$ cat src/mtio_map.svh
// register offsets, field positions, reset values and timing counts of the motion task sequencer
`ifndef MTIO_MAP_SVH
`define MTIO_MAP_SVH

// register byte offsets
`define MTIO_CTRL_OFS 8'h00
`define MTIO_STATE_OFS 8'h04
`define MTIO_JOGSPD_OFS 8'h08
`define MTIO_POSFN_OFS 8'h0C
`define MTIO_ISTAT_OFS 8'h10
`define MTIO_ICLR_OFS 8'h14
`define MTIO_IEN_OFS 8'h18
`define MTIO_LAST_OFS 8'h1C

// control fields
`define MTIO_CTRL_EN_BIT 0
`define MTIO_CTRL_RST 1'h1

// window output function codes, three bits per output
`define MTIO_FN_W 3
`define MTIO_FN_LOW 3'h0
`define MTIO_FN_SWL1 3'h1
`define MTIO_FN_SWL2 3'h2
`define MTIO_FN_TARGET_REACHED_OUT 3'h3
`define MTIO_FN_FERR 3'h4
`define MTIO_POSFN_RST 18'h00088

// event bits of the interrupt status
`define MTIO_EV_W 6
`define MTIO_EV_START 0
`define MTIO_EV_REACHED 1
`define MTIO_EV_FERR 2
`define MTIO_EV_REFUSED 3
`define MTIO_EV_JOG 4
`define MTIO_EV_RESUME 5

`define MTIO_JOGSPD_W 16
`define MTIO_JOGSPD_RST 16'h0000

// timing
`define MTIO_CLK_NS 20
`define MTIO_TICK_NS 1000
`define MTIO_ADDR_TIME_MS 4

`endif

$ cat src/mtio_pkg.sv
// types shared by the motion task sequencer files
`default_nettype none
package mtio_pkg;

    typedef enum logic [1:0] {
        MTIO_IDLE,
        MTIO_TASK,
        MTIO_JOG
    } mtio_state_t;

    // status reported by the motion core
    typedef struct packed {
        logic in_window;
        logic ferr_exceeded;
        logic sw_limit1;
        logic sw_limit2;
        logic task_begin;
        logic seq_member;
        logic seq_first;
        logic next_by_io;
        logic [7:0] next_num;
        logic interrupted;
    } mtio_mc_t;

    // commands issued to the motion core
    typedef struct packed {
        logic start;
        logic homing;
        logic resume;
        logic clear_warn;
        logic jog_run;
        logic [7:0] number;
        logic [15:0] jog_speed;
    } mtio_cmd_t;

endpackage : mtio_pkg
`default_nettype wire

$ cat src/mtio_seq.sv
// discrete-signal motion task sequencer with apb register access
`timescale 1ns/100ps
`default_nettype none
`include "mtio_map.svh"
module mtio_seq #(
    parameter int TICK_DIV = `MTIO_TICK_NS / `MTIO_CLK_NS,
    parameter int ADDR_TICKS = `MTIO_ADDR_TIME_MS * 1000000 / `MTIO_TICK_NS
) (
    // clock and reset
    input wire logic pclk,
    input wire logic presetn,
    // apb slave
    input wire logic psel,
    input wire logic penable,
    input wire logic pwrite,
    input wire logic [7:0] paddr,
    input wire logic [31:0] pwdata,
    output logic [31:0] prdata,
    output logic pready,
    output logic pslverr,
    // discrete inputs from the controller
    input wire logic [7:0] motion_block_select,
    input wire logic launch_selected_task,
    input wire logic next_task_in,
    input wire logic base_next_in,
    input wire logic jog_request_in,
    input wire logic resume_interrupted_task,
    input wire logic ferr_ack_in,
    // discrete outputs to the controller
    output logic target_reached_out,
    output logic sequence_step_toggle,
    output logic ferr_n_out,
    output logic [5:0] position_window_out,
    // motion core
    input wire mtio_pkg::mtio_mc_t mc_stat,
    output var mtio_pkg::mtio_cmd_t mc_cmd,
    // interrupt
    output logic irq
);
    localparam int NIN = 14;

    // synchronised pins
    logic [NIN-1:0] pin_q;
    logic [NIN-1:0] pin_rise;
    logic [NIN-1:0] pin_fall;
    logic [7:0] sel_q;
    logic launch_rise;
    logic next_rise;
    logic base_rise;
    logic jog_rise;
    logic jog_fall;
    logic resume_rise;
    logic ack_rise;
    logic tick;

    mtio_sync #(
        .W(NIN)
    ) u_sync (
        .pclk(pclk),
        .presetn(presetn),
        .d({motion_block_select, launch_selected_task, next_task_in, base_next_in,
            jog_request_in, resume_interrupted_task, ferr_ack_in}),
        .q(pin_q),
        .rise(pin_rise),
        .fall(pin_fall)
    );

    mtio_tick #(
        .DIV(TICK_DIV)
    ) u_tick (
        .pclk(pclk),
        .presetn(presetn),
        .tick(tick)
    );

    assign sel_q = pin_q[13:6];
    assign launch_rise = pin_rise[5];
    assign next_rise = pin_rise[4];
    assign base_rise = pin_rise[3];
    assign jog_rise = pin_rise[2];
    assign jog_fall = pin_fall[2];
    assign resume_rise = pin_rise[1];
    assign ack_rise = pin_rise[0];

    // registers
    logic ctrl_en_r;
    logic [`MTIO_JOGSPD_W-1:0] jogspd_r;
    logic [17:0] posfn_r;
    logic [`MTIO_EV_W-1:0] istat_r;
    logic [`MTIO_EV_W-1:0] istat_nxt;
    logic [`MTIO_EV_W-1:0] ien_r;
    logic [`MTIO_EV_W-1:0] ev;
    logic [7:0] last_r;
    logic pending_r;
    mtio_pkg::mtio_state_t state_r;
    mtio_pkg::mtio_state_t state_nxt;

    // apb decode
    logic acc;
    logic setup;
    logic wr;
    logic hit_ctrl;
    logic hit_state;
    logic hit_jog;
    logic hit_posfn;
    logic hit_istat;
    logic hit_iclr;
    logic hit_ien;
    logic hit_last;
    logic hit_any;
    logic [31:0] rd_mux;

    assign acc = psel & penable;
    assign setup = psel & ~penable;
    assign wr = acc & pwrite;
    assign hit_ctrl = (paddr == `MTIO_CTRL_OFS);
    assign hit_state = (paddr == `MTIO_STATE_OFS);
    assign hit_jog = (paddr == `MTIO_JOGSPD_OFS);
    assign hit_posfn = (paddr == `MTIO_POSFN_OFS);
    assign hit_istat = (paddr == `MTIO_ISTAT_OFS);
    assign hit_iclr = (paddr == `MTIO_ICLR_OFS);
    assign hit_ien = (paddr == `MTIO_IEN_OFS);
    assign hit_last = (paddr == `MTIO_LAST_OFS);
    assign hit_any = hit_ctrl | hit_state | hit_jog | hit_posfn | hit_istat | hit_iclr | hit_ien | hit_last;

    // zero wait states; unmapped addresses answer with an error
    assign pready = 1'b1;
    assign pslverr = acc & ~hit_any;

    assign rd_mux = hit_ctrl ? {31'h00000000, ctrl_en_r} :
                    hit_state ? {28'h0000000, pending_r, mc_cmd.jog_run, 2'(state_r)} :
                    hit_jog ? {16'h0000, jogspd_r} :
                    hit_posfn ? {14'h0000, posfn_r} :
                    hit_istat ? {26'h0000000, istat_r} :
                    hit_ien ? {26'h0000000, ien_r} :
                    hit_last ? {24'h000000, last_r} : 32'h00000000;

    // read data is captured in the setup phase and held through the access
    always_ff @(posedge pclk or negedge presetn) begin
        if (!presetn) begin
            prdata <= 32'h00000000;
        end else if (setup && !pwrite) begin
            prdata <= rd_mux;
        end
    end

    always_ff @(posedge pclk or negedge presetn) begin
        if (!presetn) begin
            ctrl_en_r <= `MTIO_CTRL_RST;
            jogspd_r <= `MTIO_JOGSPD_RST;
            posfn_r <= `MTIO_POSFN_RST;
            ien_r <= '0;
        end else if (wr) begin
            if (hit_ctrl) begin
                ctrl_en_r <= pwdata[`MTIO_CTRL_EN_BIT];
            end
            if (hit_jog) begin
                jogspd_r <= pwdata[`MTIO_JOGSPD_W-1:0];
            end
            if (hit_posfn) begin
                posfn_r <= pwdata[17:0];
            end
            if (hit_ien) begin
                ien_r <= pwdata[`MTIO_EV_W-1:0];
            end
        end
    end

    // address settle: the select lines must rest for the addressing time
    logic [7:0] sel_prev_r;
    logic [12:0] settle_r;
    logic sel_stable;

    assign sel_stable = (settle_r == 13'(ADDR_TICKS));

    always_ff @(posedge pclk or negedge presetn) begin
        if (!presetn) begin
            sel_prev_r <= 8'h00;
            settle_r <= 13'h0000;
        end else begin
            sel_prev_r <= sel_q;
            if (sel_q != sel_prev_r) begin
                settle_r <= 13'h0000;
            end else if (tick && !sel_stable) begin
                settle_r <= settle_r + 13'h0001;
            end
        end
    end

    // request qualification
    logic req_next;
    logic launch_ok;
    logic launch_bad;
    logic next_go;
    logic resume_go;
    logic in_win_r;

    // jog owns the axis; discrete task starts are not accepted while it runs
    assign req_next = (next_rise | base_rise) & mc_stat.next_by_io;
    assign launch_ok = launch_rise & ctrl_en_r & sel_stable & (state_r != mtio_pkg::MTIO_JOG);
    assign launch_bad = launch_rise & ~launch_ok;
    assign next_go = (req_next | pending_r) & mc_stat.in_window & ctrl_en_r
                     & (state_r == mtio_pkg::MTIO_TASK) & ~launch_ok;
    assign resume_go = resume_rise & ctrl_en_r & mc_stat.interrupted
                       & (state_r != mtio_pkg::MTIO_JOG) & ~launch_ok & ~next_go;

    // a next request before the target is reached is held, not dropped
    always_ff @(posedge pclk or negedge presetn) begin
        if (!presetn) begin
            pending_r <= 1'b0;
        end else if (next_go || launch_ok || state_r != mtio_pkg::MTIO_TASK) begin
            pending_r <= 1'b0;
        end else if (req_next && !mc_stat.in_window) begin
            pending_r <= 1'b1;
        end
    end

    // sequencer state
    always_comb begin
        state_nxt = state_r;
        unique case (state_r)
            mtio_pkg::MTIO_IDLE: begin
                if (jog_rise && ctrl_en_r) begin
                    state_nxt = mtio_pkg::MTIO_JOG;
                end else if (launch_ok || resume_go) begin
                    state_nxt = mtio_pkg::MTIO_TASK;
                end
            end
            mtio_pkg::MTIO_TASK: begin
                if (jog_rise && ctrl_en_r) begin
                    state_nxt = mtio_pkg::MTIO_JOG;
                end
            end
            mtio_pkg::MTIO_JOG: begin
                if (jog_fall || !ctrl_en_r) begin
                    state_nxt = mtio_pkg::MTIO_IDLE;
                end
            end
        endcase
    end

    always_ff @(posedge pclk or negedge presetn) begin
        if (!presetn) begin
            state_r <= mtio_pkg::MTIO_IDLE;
        end else begin
            state_r <= state_nxt;
        end
    end

    // command outputs to the motion core, one-cycle pulses except jog and the held task number
    always_ff @(posedge pclk or negedge presetn) begin
        if (!presetn) begin
            mc_cmd <= '0;
            last_r <= 8'h00;
        end else begin
            mc_cmd.start <= launch_ok | next_go;
            mc_cmd.homing <= launch_ok & (sel_q == 8'h00);
            mc_cmd.resume <= resume_go;
            mc_cmd.clear_warn <= ack_rise;
            mc_cmd.jog_run <= (state_nxt == mtio_pkg::MTIO_JOG);
            mc_cmd.jog_speed <= jogspd_r;
            if (launch_ok) begin
                mc_cmd.number <= sel_q;
                last_r <= sel_q;
            end else if (next_go) begin
                mc_cmd.number <= mc_stat.next_num;
                last_r <= mc_stat.next_num;
            end
        end
    end

    // status outputs to the controller
    always_ff @(posedge pclk or negedge presetn) begin
        if (!presetn) begin
            in_win_r <= 1'b0;
            target_reached_out <= 1'b0;
            ferr_n_out <= 1'b1;
            sequence_step_toggle <= 1'b0;
        end else begin
            in_win_r <= mc_stat.in_window;
            target_reached_out <= mc_stat.in_window;
            ferr_n_out <= ~mc_stat.ferr_exceeded;
            if (mc_stat.task_begin && mc_stat.seq_member) begin
                if (mc_stat.seq_first) begin
                    sequence_step_toggle <= 1'b0;
                end else begin
                    sequence_step_toggle <= ~sequence_step_toggle;
                end
            end
        end
    end

    // window outputs select their source per configured function
    genvar gi;
    generate
        for (gi = 0; gi < 6; gi++) begin : g_pos
            logic [`MTIO_FN_W-1:0] fn;
            logic src;
            assign fn = posfn_r[gi*`MTIO_FN_W +: `MTIO_FN_W];
            assign src = (fn == `MTIO_FN_SWL1) ? mc_stat.sw_limit1 :
                         (fn == `MTIO_FN_SWL2) ? mc_stat.sw_limit2 :
                         (fn == `MTIO_FN_TARGET_REACHED_OUT) ? mc_stat.in_window :
                         (fn == `MTIO_FN_FERR) ? mc_stat.ferr_exceeded : 1'b0;
            always_ff @(posedge pclk or negedge presetn) begin
                if (!presetn) begin
                    position_window_out[gi] <= 1'b0;
                end else begin
                    position_window_out[gi] <= src;
                end
            end
        end
    endgenerate

    // interrupt events; a new event wins over a clear in the same cycle
    logic ferr_prev_r;

    always_ff @(posedge pclk or negedge presetn) begin
        if (!presetn) begin
            ferr_prev_r <= 1'b0;
        end else begin
            ferr_prev_r <= mc_stat.ferr_exceeded;
        end
    end

    assign ev[`MTIO_EV_START] = launch_ok | next_go;
    assign ev[`MTIO_EV_REACHED] = mc_stat.in_window & ~in_win_r;
    assign ev[`MTIO_EV_FERR] = mc_stat.ferr_exceeded & ~ferr_prev_r;
    assign ev[`MTIO_EV_REFUSED] = launch_bad;
    assign ev[`MTIO_EV_JOG] = jog_rise & ctrl_en_r;
    assign ev[`MTIO_EV_RESUME] = resume_go;

    assign istat_nxt = (istat_r & ~((wr && hit_iclr) ? pwdata[`MTIO_EV_W-1:0] : '0)) | ev;

    always_ff @(posedge pclk or negedge presetn) begin
        if (!presetn) begin
            istat_r <= '0;
            irq <= 1'b0;
        end else begin
            istat_r <= istat_nxt;
            irq <= |(istat_nxt & ien_r);
        end
    end
endmodule : mtio_seq
`default_nettype wire

$ cat src/mtio_sync.sv
// two-stage synchroniser with edge detection on the synchronised sample
`timescale 1ns/100ps
`default_nettype none
module mtio_sync #(
    parameter int W = 1
) (
    // clock and reset
    input wire logic pclk,
    input wire logic presetn,
    // raw pins
    input wire logic [W-1:0] d,
    // synchronised level and edges
    output logic [W-1:0] q,
    output logic [W-1:0] rise,
    output logic [W-1:0] fall
);
    logic [W-1:0] s1_r;
    logic [W-1:0] s2_r;
    logic [W-1:0] s3_r;

    // first stage feeds only the second
    always_ff @(posedge pclk or negedge presetn) begin
        if (!presetn) begin
            s1_r <= '0;
            s2_r <= '0;
            s3_r <= '0;
        end else begin
            s1_r <= d;
            s2_r <= s1_r;
            s3_r <= s2_r;
        end
    end

    assign q = s2_r;
    assign rise = s2_r & ~s3_r;
    assign fall = ~s2_r & s3_r;
endmodule : mtio_sync
`default_nettype wire

$ cat src/mtio_tick.sv
// divider that issues a one-cycle enable every DIV clocks
`timescale 1ns/100ps
`default_nettype none
module mtio_tick #(
    parameter int DIV = 50
) (
    // clock and reset
    input wire logic pclk,
    input wire logic presetn,
    // enable pulse
    output logic tick
);
    logic [15:0] cnt_r;
    logic wrap;

    assign wrap = (cnt_r == 16'(DIV - 1));

    always_ff @(posedge pclk or negedge presetn) begin
        if (!presetn) begin
            cnt_r <= 16'h0000;
            tick <= 1'b0;
        end else begin
            cnt_r <= wrap ? 16'h0000 : cnt_r + 16'h0001;
            tick <= wrap;
        end
    end
endmodule : mtio_tick
`default_nettype wire

$ cat config.mk
export PLATFORM = sky130hd
export DESIGN_NAME = mtio_seq
export DESIGN_NICKNAME = d
export VERILOG_FILES = /design/src/mtio_pkg.sv /design/src/mtio_seq.sv /design/src/mtio_sync.sv /design/src/mtio_tick.sv
export VERILOG_INCLUDE_DIRS = /design/src
export SDC_FILE = /design/constraint.sdc
export NUM_CORES = 1
export LEC_CHECK = 0
export ABC_AREA = 1
export ABC_CLOCK_PERIOD_IN_PS = 1900
export BUFFER_PORTS_ARGS = -buffer_cell sky130_fd_sc_hd__buf_2
export CAP_MARGIN = 20
export CORE_ASPECT_RATIO = 2
export CORE_MARGIN = 1
export CORE_UTILIZATION = 55
export CTS_CLUSTER_SIZE = 16
export DETAILED_ROUTE_END_ITERATION = 8
export HOLD_SLACK_MARGIN = 0.1
export PLACE_DENSITY = 0.76
export SLEW_MARGIN = 0
export SYNTH_ARGS = -nofsm -noshare
export SYNTH_HDL_FRONTEND = slang
export SYNTH_SLANG_ARGS = --single-unit
$ cat constraint.sdc
create_clock -name pclk -period 1.9 [get_ports pclk]
set_clock_uncertainty 0.2 [all_clocks]
set_input_delay 0.095 -clock pclk [delete_from_list [all_inputs] [get_ports pclk]]
set_output_delay 0.095 -clock pclk [all_outputs]
set_load 0.05 [all_outputs]
---- After elaboration in Yosys (flattened, before gate mapping) ----
Index checks and enable logic that the tools add are counted.
storage, ports and cells
  register bits ........................... 194
  latch bits .............................. 0
  RAM bits ................................ 0
  memory bits (read-only) ................. 0
  input bits .............................. 76
  output and inout port bits .............. 73
  logic and storage cells ................. 192
  memories ................................ 0
cells by class
  add/subtract/negate cells ............... 2
  multiply operators ...................... 0
  divide/modulo/power cells ............... 0
  magnitude comparators ................... 0
  equality and inequality tests ........... 39
  shift operators ......................... 0
  mux-type cells .......................... 45
  bitwise operators ....................... 48
  reductions and logical operators ........ 25
operators with widths
  operator                                                            count
  18-bit 2-to-1 mux                                                   4
  8-bit 2-to-1 mux                                                    5
  3-bit by 2-bit == test with 1-bit output (second input constant)    12
  8-bit by 5-bit == test with 1-bit output (second input constant)    4
  1-bit 2-to-1 mux                                                    27
  13-bit 2-to-1 mux                                                   2
  1-bit bitwise AND                                                   22
  6-bit bitwise AND                                                   3
  3-bit by 1-bit == test with 1-bit output (second input constant)    6
  3-bit == test (second input constant)                               6
  16-bit by 1-bit adder with 16-bit output (second input constant)    1
  16-bit by 6-bit == test with 1-bit output (second input constant)   1
  8-bit by 4-bit == test with 1-bit output (second input constant)    2
  8-bit logical NOT                                                   2
  16-bit 2-to-1 mux                                                   1
  13-bit by 1-bit adder with 13-bit output (second input constant)    1
  13-bit by 12-bit == test with 1-bit output (second input constant)  1
  6-bit NOT                                                           2
  1-bit OR                                                            10
  8-bit by 3-bit == test with 1-bit output (second input constant)    1
  2-bit 2-to-1 mux                                                    4
  8-bit != test                                                       1
  1-bit NOT                                                           8
  2-bit AND reduction                                                 4
  15 further kinds                                                    29

---- Longest topological paths before layout ----
Gate-level depths: netlist of run 1.
  depth after elaboration ................. 16
  gate-level depth with buffers ........... 14
  depth with buffers taken out ............ 14

---- By module ----
Synthesis of run 1 repeated with hierarchy kept, for this count alone.
unflattened totals
  cell total of the unflattened synthesis .. 922
  area total of the unflattened synthesis .. 8280.4 µm²
by module, submodules not included
  module     instances  cells each  area each (µm²)  sequential area each (µm²)
  mtio_seq   1          710         6097.1           3233.1
  mtio_sync  1          98          1261.2           1051.0
  mtio_tick  1          114         922.1            425.4

---- Worst setup path after synthesis of run 1 ----
Ideal clock, no wire load.
  path type ............................... input port to output port
  from .................................... input paddr[4]
  to ...................................... output pslverr
  arrival time ............................ 2.031 ns
  data required time ...................... 1.605 ns
  slack ................................... -0.426 ns
  cell stages on the path ................. 7
  path buffers ............................ 0
  path through ............................ inv_2 > nor2_1 > nand2_2 > nor2_4 > inv_1 > o21ai_0 > nor4_1
between the ends
  longest elaborated chain between the ends .. 10
  elaborated cells on any way between the ends .. 17
  classes of those cells .................. eq/ne: 7; bitwise: 9; reduce/logical: 1
ends and longest elaborated chain
  element                                                                                         RTL line         text
  start: declaration                                                                              mtio_seq.sv:16   input wire logic [7:0] paddr,
  8-bit by 3-bit == test with 1-bit output (no source line) or 8-bit logical NOT (tied branches)  --
  1-bit OR (6 in series)                                                                          mtio_seq.sv:124  assign hit_any = hit_ctrl | hit_state | hit_jog | hit_posfn | hit_istat | hit_iclr | hit_ien | hit_last;
  1-bit OR *                                                                                      mtio_seq.sv:124
  1-bit NOT *                                                                                     mtio_seq.sv:128  assign pslverr = acc & ~hit_any;
  1-bit bitwise AND *                                                                             mtio_seq.sv:128
  end: declaration                                                                                mtio_seq.sv:20   output logic pslverr,
Every way passes the cells marked *; elsewhere a longest branch is shown, timed or not.

---- Worst setup path in the final report of run 1 ----
  from .................................... register u_tick.cnt_r[0]
  to ...................................... register u_tick.cnt_r[12]
between the ends
  longest elaborated chain between the ends .. 2
  elaborated cells on any way between the ends .. 3
  classes of those cells .................. add/sub: 1; eq/ne: 1; mux: 1
ends and longest elaborated chain
  element                                                                                                RTL line                          text
  start: declaration                                                                                     mtio_tick.sv:13                   logic [15:0] cnt_r;
  start signal: assignment                                                                               mtio_tick.sv:23                   cnt_r <= wrap ? 16'h0000 : cnt_r + 16'h0001;
  16-bit by 1-bit adder with 16-bit output or 16-bit by 6-bit == test with 1-bit output (tied branches)  mtio_tick.sv:23, mtio_tick.sv:16
  16-bit 2-to-1 mux *                                                                                    mtio_tick.sv:23
Marked as above.
A chain may end at the register's enable or synchronous reset.

==> flow_metrics.env, run 1 <==
export IMPL_dieWidth_um=85.9
export IMPL_die_h_um=170
export IMPL_wl_per_cell_um=16.0
export IMPL_hold_viol=0
export IMPL_relSlewSlack_pct=66.6
export IMPL_crit_path_top_delay_cell="dfrtp_1"
export IMPL_final_nets=1160
export IMPL_final_common_cell="nand2_1"
export IMPL_ys_async_sr_fraction_pct=100
export IMPL_core_area_mm2=0.0138
export IMPL_path_clk_slew_ps=70
export IMPL_ys_seq_area_share_pct=58.3
export IMPL_synthFlopType="dfrtp_1"
export IMPL_first_pass_iters=5
export IMPL_grt_max_degree=48
export IMPL_initial_core_util_pct=56.0
export IMPL_cp_top_family="simple AND/OR/NAND/NOR gates"
export IMPL_syn_instance_count=845
export IMPL_syn_area_per_cell_um2=9.16
export IMPL_critPathRequiredTime_ps=2020
export IMPL_cts_inserted_buffers=17
export IMPL_areaGrowthSynthToFinish_pct=31.4
export IMPL_multi_input_area_mm2=0.00276
export IMPL_synth_cell_types=51
export IMPL_tns_ps=0
export IMPL_setup_viol=0
export IMPL_final_max_slew_viol_count=0
export IMPL_drt_wl_total_mm=20.5
export IMPL_ys_ff_latch=180
export IMPL_hpwl_mm=13.6
export IMPL_synth_edf_count=0
export IMPL_die_area_mm2=0.0146
export IMPL_cts_max_path_buffers=2
export IMPL_cp_end_kind="flip-flop"
export IMPL_synth_area_mm2=0.00774
export IMPL_cp_max_fo=4
export IMPL_path_buf_inv=2
export IMPL_numPortBuffers=119
export IMPL_post_route_drc_count=0
export IMPL_clock_sinks=180
export IMPL_cp_arrival_ps=1990
export IMPL_via_per_inst=5.20
export IMPL_power_mw=8.13
export IMPL_fin_crit_ps=1880
export IMPL_drive_above_1_share_pct=23.5
export IMPL_place_gp_congestion=0.941
export IMPL_postRouteAntennaNets=0
export IMPL_status="completed"
export IMPL_seqCellArea_mm2=0.00451
export IMPL_fmax_ghz=0.533
export IMPL_max_cap_violations=0
export IMPL_critical_path_class="reg -> reg"
export IMPL_cts_tree="built"
export IMPL_hold_class="in -> reg"
export IMPL_grt_pass1_vias=6805
export IMPL_fill_cells=965
export IMPL_period_share_pct=98.7
export IMPL_grt_pass1_wl_mm=32.7
export IMPL_yosys_warnings=0
export IMPL_n_antenna_cell=0
export IMPL_io_pins=149
export IMPL_cpPeakStageDelay_ps=410
export IMPL_worstMarginPinSlew_ps=500
export IMPL_clkLatencyLatePin_ps=440
export IMPL_path_cells="ha_2 -> nand3_1 -> nor2_2 -> nand2_2 -> clkinv_1 -> nand4_1 -> o21ai_1 -> inv_1"
export IMPL_critPathLaunchType="flip-flop"
export IMPL_cts_root_buf="clkbuf_16"
export IMPL_rows=61
export IMPL_drt_iter0_drc=444
export IMPL_ir_drop_mv=0.605
export IMPL_layout_common_cells="nand2_1, dfrtp_1, buf_2, inv_1, dlygate4sd3_1"
export IMPL_antenna_found_initial=0
export IMPL_grt_overflow_total=0
export IMPL_power_density_mw_per_mm2=799
export IMPL_grt_util_all_layers_pct=29.7
export IMPL_htree_levels=4
export IMPL_vias=6662
export IMPL_p_leak_nw=5.13
[kinds of logic after synthesis]
family          after synthesis  share of synthesized area (%)
flops                       180                           58.3
xor+xnor                     17                           1.92
simple gates                367                           21.1
fa+ha+maj                     6                          0.970
compound gates              131                           9.33
buf+inv                     141                           8.16
other cells                   2                         0.0970
mux                           1                          0.145
[power breakdown]
group          total (mW)  internal, mW  leakage (nW)  switching [mW]
Combinational       0.820         0.296          2.56           0.524
Clock                3.30          1.76         0.268            1.54
Sequential           4.01          3.94          2.30          0.0684
[final cells by class]
class	count	share of cell area, %
tap	189	2.33
inverter	113	4.27
multi-input combinational	537	27.2
clock inverter	13	0.997
sequential	180	44.4
timing repair buffer	229	16.4
clock buffer	19	4.45
[final timing paths]
check / endpoint / slack, ps / startpoint / depth (start not counted)
worst max register to register: u_tick.cnt_r[12]$_DFF_PN0_ / 20 / u_tick.cnt_r[0]$_DFF_PN0_ / 8
worst max-delay path: u_tick.cnt_r[12]$_DFF_PN0_ / 20 / u_tick.cnt_r[0]$_DFF_PN0_ / 8
min in group asynchronous: sel_prev_r[6]$_DFF_PN0_ / 500 / presetn / 3
worst min-delay path: u_sync.s1_r[1]$_DFF_PN0_ / 110 / resume_interrupted_task / 2
worst min register to register: u_sync.q[1]$_DFF_PN0_ / 150 / u_sync.s1_r[1]$_DFF_PN0_ / 0
max in group asynchronous: ferr_n_out$_DFF_PN1_ / 350 / presetn / 4
[sequential cells by signal (all words and copies together) (netlist names)]
register	cells
irq	1
jogspd_r	16
ctrl_en_r	1
u_tick.cnt_r	16
settle_r	13
ien_r	6
ferr_n_out	1
in_win_r	1
posfn_r	18
istat_r	6
sequence_step_toggle	1
u_sync.s1_r	14
prdata	18
mc_cmd	21
sel_prev_r	8
last_r	8
u_sync.q	14
u_sync.s3_r	6
state_r	2
u_tick.tick	1
position_window_out	6
pending_r	1
ferr_prev_r	1
[per-layer routing]
layer  track usage, %  vias up  share of wire, %
li1                 -     3142                 -
met5                0        -                 0
met4             18.0        0               5.6
met2             52.6      263                53
met1             32.3     3175                37
met3             5.35       82               4.4
[synth_stat cells, drive strengths merged, types with 4 or more instances]
library cell    n  area, um^2
buf            26         193
nand2         218         841
a21oi          33         169
dfrtp         176        4400
nor4            5        46.3
nand3          42         225
xnor2          10        87.6
xor2            7        61.3
o31ai           5        42.5
nor2           72         325
nand4          14        87.6
nor3            9        61.3
o21ai          79         395
a41oi           4        35.0
ha              6        75.1
dfstp           4         105
inv           111         419
[what timing repair did]
action / CTS / global route
pin swaps: 6 / 13
hold endpoints to repair: 281 / 2
gates resized for setup: 9 / 30
hold buffers: 70 / 2
setup buffers: 1 / 8
endpoints found under the setup margin: 1 / 19
[stage by stage]
step                      utilization, %  hold WS (ps)  setup slack (ps)  instances  cell area, um^2
after detailed placement            63.0          -131             -27.3       1167             8700
after floorplan                        -          -401               149        858             7790
after global routing                73.6           108              -109       1280            10200
final                               73.6           109              24.6       1280            10200
after CTS                           72.4           101              5.94       1270            10000
after global placement              63.0          -135              30.2       1167             8700
(Power assumes the default switching activity.)
==> inputs of run 2 (changes only) <==
--- a/config.mk
+++ b/config.mk
@@ -10,13 +10,16 @@
 export ABC_CLOCK_PERIOD_IN_PS = 1900
 export BUFFER_PORTS_ARGS = -buffer_cell sky130_fd_sc_hd__buf_2
 export CAP_MARGIN = 20
+export CELL_PAD_IN_SITES_DETAIL_PLACEMENT = 1
+export CELL_PAD_IN_SITES_GLOBAL_PLACEMENT = 1
 export CORE_ASPECT_RATIO = 2
 export CORE_MARGIN = 1
-export CORE_UTILIZATION = 55
+export CORE_UTILIZATION = 42
+export CTS_CLUSTER_DIAMETER = 80
 export CTS_CLUSTER_SIZE = 16
 export DETAILED_ROUTE_END_ITERATION = 8
 export HOLD_SLACK_MARGIN = 0.1
-export PLACE_DENSITY = 0.76
+export PLACE_DENSITY = 0.77
 export SLEW_MARGIN = 0
 export SYNTH_ARGS = -nofsm -noshare
 export SYNTH_HDL_FRONTEND = slang
==> run 2 against run 1 <==
  * The run now ends with design-rule violations, negative setup slack left
  * Combinational power barely moved
  * Sequential share of layout area down 0.47 points
  * First-iteration DRC count down 46%
  * Count of clock-buffer cells in the layout is 2 higher
  * Via count decreased by 0.42%
  * Cell area is 1.0% higher
  * Hold slack better by 10 ps
  * Maximum frequency down 3.5%
  * Register-to-register slack got worse by 70 ps
  * Global-route usage decreased by 2.9 points
  * Cell count increased by 2.1%
  * Sequential power barely moved
  * Critical endpoint is now last_r[1]$_DFFE_PN0P_
  * Largest cell class unchanged
  * Largest power group unchanged
  * Highest routed layer unchanged
==> flow_metrics.env, run 2 (synthesis gave the netlist of run 1 again) <==
export IMPL_rr_startpoint="state_r[0]$_DFF_PN0_"
export IMPL_fin_ws_ps=-43.2
export IMPL_dieWidth_um=98.0
export IMPL_drive_above_1_share_pct=24.4
export IMPL_failed_checks="design-rule violations, negative setup slack"
export IMPL_multi_input_area_mm2=0.00278
export IMPL_cp_max_fo=5
export IMPL_grt_util_all_layers_pct=26.7
export IMPL_power_density_mw_per_mm2=809
export IMPL_max_cap_violations=0
export IMPL_rows=69
export IMPL_ir_drop_mv=0.662
export IMPL_via_per_inst=5.08
export IMPL_initial_core_util_pct=43.3
export IMPL_drt_wl_total_mm=23.9
export IMPL_io_pins=149
export IMPL_cts_max_path_buffers=2
export IMPL_dpl_worst_slack_ps=-40.2
export IMPL_clkLatencyLatePin_ps=430
export IMPL_min_to="u_sync.s1_r[2]$_DFF_PN0_"
export IMPL_relSlewSlack_pct=66.0
export IMPL_cts_inserted_buffers=17
export IMPL_wl_per_cell_um=18.3
export IMPL_cp_arrival_ps=2040
export IMPL_drt_iter0_drc=238
export IMPL_r2r_slack_ps=-40
export IMPL_worstHoldStart="jog_request_in"
export IMPL_top_register="mc_cmd"
export IMPL_critPathRequiredTime_ps=2000
export IMPL_grt_overflow_total=0
export IMPL_r2r_end="last_r[1]$_DFFE_PN0P_"
export IMPL_post_route_drc_count=12
export IMPL_grt_max_degree=75
export IMPL_cp_end_kind="flip-flop"
export IMPL_final_nets=1163
export IMPL_antenna_found_initial=0
export IMPL_worstMarginPinSlew_ps=504
export IMPL_place_gp_congestion=0.829
export IMPL_largestRegisters="mc_cmd x21, posfn_r x18, prdata x18"
export IMPL_largest_register_ffs=21
export IMPL_setup_viol=1
export IMPL_core_area_mm2=0.0179
export IMPL_cts_root_buf="clkbuf_16"
export IMPL_clock_sinks=180
export IMPL_die_area_mm2=0.0190
export IMPL_final_max_slew_viol_count=0
export IMPL_numPortBuffers=119
export IMPL_hpwl_mm=16.4
export IMPL_status="finished with violations"
export IMPL_hold_class="in -> reg"
export IMPL_rsz0062_at_grt="yes"
export IMPL_hold_viol=0
export IMPL_critPathLaunchType="flip-flop"
export IMPL_final_common_cell="nand2_1"
export IMPL_n_antenna_cell=0
export IMPL_grt_pass1_wl_mm=38.8
export IMPL_postRouteAntennaNets=0
export IMPL_hold_ws_ps=119
export IMPL_p_leak_nw=5.15
export IMPL_first_pass_iters=7
export IMPL_fin_crit_ps=1940
export IMPL_fmax_ghz=0.515
export IMPL_grt_pass1_vias=7489
export IMPL_fill_cells=2092
export IMPL_htree_levels=4
export IMPL_cts_tree="built"
export IMPL_hold_path_depth=2
export IMPL_power_mw=8.31
export IMPL_critical_path_class="reg -> reg"
export IMPL_die_h_um=194
export IMPL_areaGrowthSynthToFinish_pct=32.7
export IMPL_worst_r2r_path_depth=8
export IMPL_layout_common_cells="nand2_1, dfrtp_1, buf_2, inv_1, dlygate4sd3_1"
export IMPL_period_share_pct=102
export IMPL_seqCellArea_mm2=0.00451
export IMPL_path_clk_slew_ps=70
export IMPL_vias=6634
run 2: changes by cell type in the layout (fill, tap and decap cells not counted), moves of 3 or more:
cell           delta
buf_4             +8
clkbuf_1          +3
nor2_1            -7
nor2_2            +6
dlygate4sd3_1     -4
run 2: cell type report:
type                    count  share of cell area [%]
flip-flops and latches    180                    43.9
repair buffers            232                    16.6
clock buffers              21                    4.38
well taps                 213                    2.59
clock inverters            11                    1.24
inverters                 113                    4.25
multi-input cells         537                    27.1
run 2: metrics by stage:
stage	TNS [ps]	cells	cell area, um^2	utilization (%)
2_1_floorplan	0	858	7790	-
3_3_place_gp	0	1199	8800	49.3
3_5_place_dp	-108	1199	8800	49.3
4_1_cts	0	1299	10100	56.5
5_1_grt	-410	1307	10300	57.5
6_report	-43.2	1307	10300	57.5
run 2: power breakdown:
part           internal [mW]  total [mW]  switching [mW]
Sequential              3.94        4.01          0.0714
Combinational          0.282       0.817           0.534
Clock                   1.98        3.48            1.50
run 2: routing by layer:
metal  vias up  global-route usage, %  wire (um)
li1       3146                      -          -
met2       171                   50.4      13500
met4         0                   15.0       1120
met3        65                   3.97        681
met1      3252                   27.6       8670
met5         -                      0          0
run 2: worst max path at each step:
stage | endpoint | cells past startpoint | from | slack (ps)
after detailed placement | last_r[1]$_DFFE_PN0P_ | 12 | settle_r[0]$_DFFE_PN0P_ | -40
after global placement | irq$_DFF_PN0_ | 15 | settle_r[1]$_DFFE_PN0P_ | 40
final | last_r[1]$_DFFE_PN0P_ | 8 | state_r[0]$_DFF_PN0_ | -40
after CTS | last_r[5]$_DFFE_PN0P_ | 10 | state_r[1]$_DFF_PN0_ | 0.4
after global routing | last_r[1]$_DFFE_PN0P_ | 8 | state_r[0]$_DFF_PN0_ | -110
after floorplan | pslverr | 7 | paddr[4] | 150
run 2: repair_timing:
action,4_1_cts,5_1_grt
pin swaps,1,9
gates resized for setup,5,42
hold buffers,67,0
cloned,0,0
endpoints found under the hold margin,264,0
endpoints found under the setup margin,9,24
setup buffers,1,8
run 2: worst max-delay path, stage by stage, from the launching register on:
cell,delay [ps]
dfrtp_1,360
buf_4,130
ha_2,170
inv_1,70
nor3_4,230
nand2_2,100
buf_4,170
o21ai_0,280
a21oi_2,110
==> inputs of run 3 (changes only) <==
--- a/config.mk
+++ b/config.mk
@@ -19,8 +19,9 @@
 export CTS_CLUSTER_SIZE = 16
 export DETAILED_ROUTE_END_ITERATION = 8
 export HOLD_SLACK_MARGIN = 0.1
-export PLACE_DENSITY = 0.77
+export PLACE_DENSITY_LB_ADDON = 0.1
 export SLEW_MARGIN = 0
 export SYNTH_ARGS = -nofsm -noshare
 export SYNTH_HDL_FRONTEND = slang
+export SYNTH_HIERARCHICAL = 1
 export SYNTH_SLANG_ARGS = --single-unit
==> run 3 against run 2 <==
  * The run ends with negative setup slack left
  * First-iteration DRC count decreased by 35%
  * Sequential power about the same
  * Combinational power increased by 5.9%
  * Power increased by 2.2%
  * Count of clock-buffer cells in the layout decreased by 2
  * Setup slack improved by 43 ps
  * Critical path depth increased by 2
  * Critical endpoint unchanged
==> flow_metrics.env, run 3 <==
export IMPL_via_per_inst=5.04
export IMPL_dp_cells=1220
export IMPL_numPortBuffers=119
export IMPL_top_register="mc_cmd"
export IMPL_layout_cells_non_filler=1329
export IMPL_hold_class="in -> reg"
export IMPL_layout_common_cells="nand2_1, dfrtp_1, buf_2, inv_1, dlygate4sd3_1"
export IMPL_areaGrowthSynthToFinish_pct=32.1
export IMPL_status="finished with violations"
export IMPL_grt_max_degree=54
export IMPL_p_leak_nw=5.34
export IMPL_largestRegisters="mc_cmd x21, posfn_r x18, prdata x18"
export IMPL_synth_area_mm2=0.00792
export IMPL_hold_viol=0
export IMPL_cts_inserted_buffers=17
export IMPL_drive_above_1_share_pct=24.7
export IMPL_fin_crit_ps=1900
export IMPL_die_h_um=196
export IMPL_first_pass_iters=5
export IMPL_final_util_pct=56.9
export IMPL_grt_overflow_total=0
export IMPL_placed_area_mm2=0.00893
export IMPL_path_cells="inv_2 -> ha_4 -> nor3b_4 -> nand3_4 -> buf_12 -> nand2_8 -> inv_4 -> buf_6 -> nand2_2 -> o211ai_2"
export IMPL_grt_pass1_wl_mm=38.6
export IMPL_n_antenna_cell=0
export IMPL_cp_max_fo=6
export IMPL_postRouteAntennaNets=0
export IMPL_ir_drop_mv=0.486
export IMPL_drt_iter0_drc=155
export IMPL_vias=6704
export IMPL_core_area_mm2=0.0184
export IMPL_gr_usage_met1_pct=26.8
export IMPL_path_clk_slew_ps=70
export IMPL_cp_end_kind="flip-flop"
export IMPL_clock_sinks=180
export IMPL_cpPeakStageDelay_ps=390
export IMPL_power_density_mw_per_mm2=812
export IMPL_rows=70
export IMPL_rsz0062_at_grt="yes"
export IMPL_io_pins=149
export IMPL_antenna_found_initial=0
export IMPL_failed_checks="negative setup slack"
export IMPL_dieWidth_um=99.1
export IMPL_final_common_cell="nand2_1"
export IMPL_largest_register_ffs=21
export IMPL_cp_top_family="simple AND/OR/NAND/NOR gates"
export IMPL_syn_area_per_cell_um2=9.09
export IMPL_place_gp_congestion=0.804
export IMPL_setup_viol=1
export IMPL_power_mw=8.50
export IMPL_grt_util_all_layers_pct=26.2
export IMPL_cts_max_path_buffers=2
export IMPL_fin_ws_ps=-0.586
export IMPL_yosys_warnings=6
export IMPL_period_share_pct=100
export IMPL_critPathLaunchType="flip-flop"
export IMPL_clkLatencyLatePin_ps=440
export IMPL_critical_path_class="reg -> reg"
export IMPL_design_area_mm2=0.0105
export IMPL_max_cap_violations=0
export IMPL_use_met2_pct=51.9
export IMPL_cp_arrival_ps=2020
export IMPL_path_buf_inv=4
export IMPL_htree_levels=4
export IMPL_hpwl_mm=16.7
export IMPL_critPathRequiredTime_ps=2020
export IMPL_hold_ws_ps=106
export IMPL_syn_instance_count=872
export IMPL_drt_wl_total_mm=24.4
export IMPL_grt_busiest_layer="met2"
export IMPL_cts_tree="built"
export IMPL_fmax_ghz=0.526
export IMPL_crit_path_top_delay_cell="dfrtp_1"
export IMPL_final_nets=1183
export IMPL_cts_root_buf="clkbuf_16"
export IMPL_final_max_slew_viol_count=0
export IMPL_wl_per_cell_um=18.4
export IMPL_die_area_mm2=0.0194
export IMPL_use_met3_pct=3.31
export IMPL_initial_core_util_pct=43.1
export IMPL_post_route_drc_count=0
export IMPL_grt_pass1_vias=7314
[run 3: layer usage]
metal  vias to the layer above  routed length (um)
met4                         0                 844
met5                         -                   0
met3                        45                 443
met2                       116               14300
met1                      3335                8760
li1                       3208                   -
[run 3: repair_timing]
action / 4_1_cts / 5_1_grt
pin swaps: 2 / 8
gates resized for setup: 4 / 37
hold buffers: 68 / 0
setup endpoints to repair: 11 / 32
buffers inserted: 1 / 8
gates cloned: 0 / 1
endpoints found under the hold margin: 280 / 0
[run 3: cell type report]
class | count | area, um^2
Clock buffer | 19 | 443
Clock inverter | 12 | 145
Fill cell | 2175 | 7930
Inverter | 130 | 492
Multi-Input combinational cell | 546 | 2920
Sequential cell | 180 | 4510
Tap cell | 216 | 270
Timing Repair Buffer | 226 | 1680
[run 3: path summary, 6_finish.rpt]
kind	depth (start not counted)	from	slack [ps]	endpoint
max	10	state_r[0]$_DFF_PN0_	-0.6	last_r[1]$_DFFE_PN0P_
min	2	jog_request_in	110	u_sync/s1_r[2]$_DFF_PN0_
max reg2reg	10	state_r[0]$_DFF_PN0_	-0.6	last_r[1]$_DFFE_PN0P_
min reg2reg	0	u_sync/s1_r[11]$_DFF_PN0_	150	u_sync/q[11]$_DFF_PN0_
max in group asynchronous	4	presetn	340	posfn_r[7]$_DFFE_PN1P_
min in group asynchronous	3	presetn	470	u_sync/s3_r[0]$_DFF_PN0_
[run 3: through the flow]
step / setup TNS, ps / worst slack, ps
finish: -0.586 / -0.586
global route: -279 / -47.7
CTS: 0 / 9.55
detailed placement: -98.5 / -51.7
global placement: 0 / 24.0
floorplan: 0 / 163
[run 3: power breakdown]
part | switching (mW) | internal, mW | leakage (nW) | total (mW)
Clock | 1.62 | 2.01 | 0.293 | 3.63
Combinational | 0.558 | 0.307 | 2.74 | 0.865
Sequential | 0.0705 | 3.93 | 2.30 | 4.00
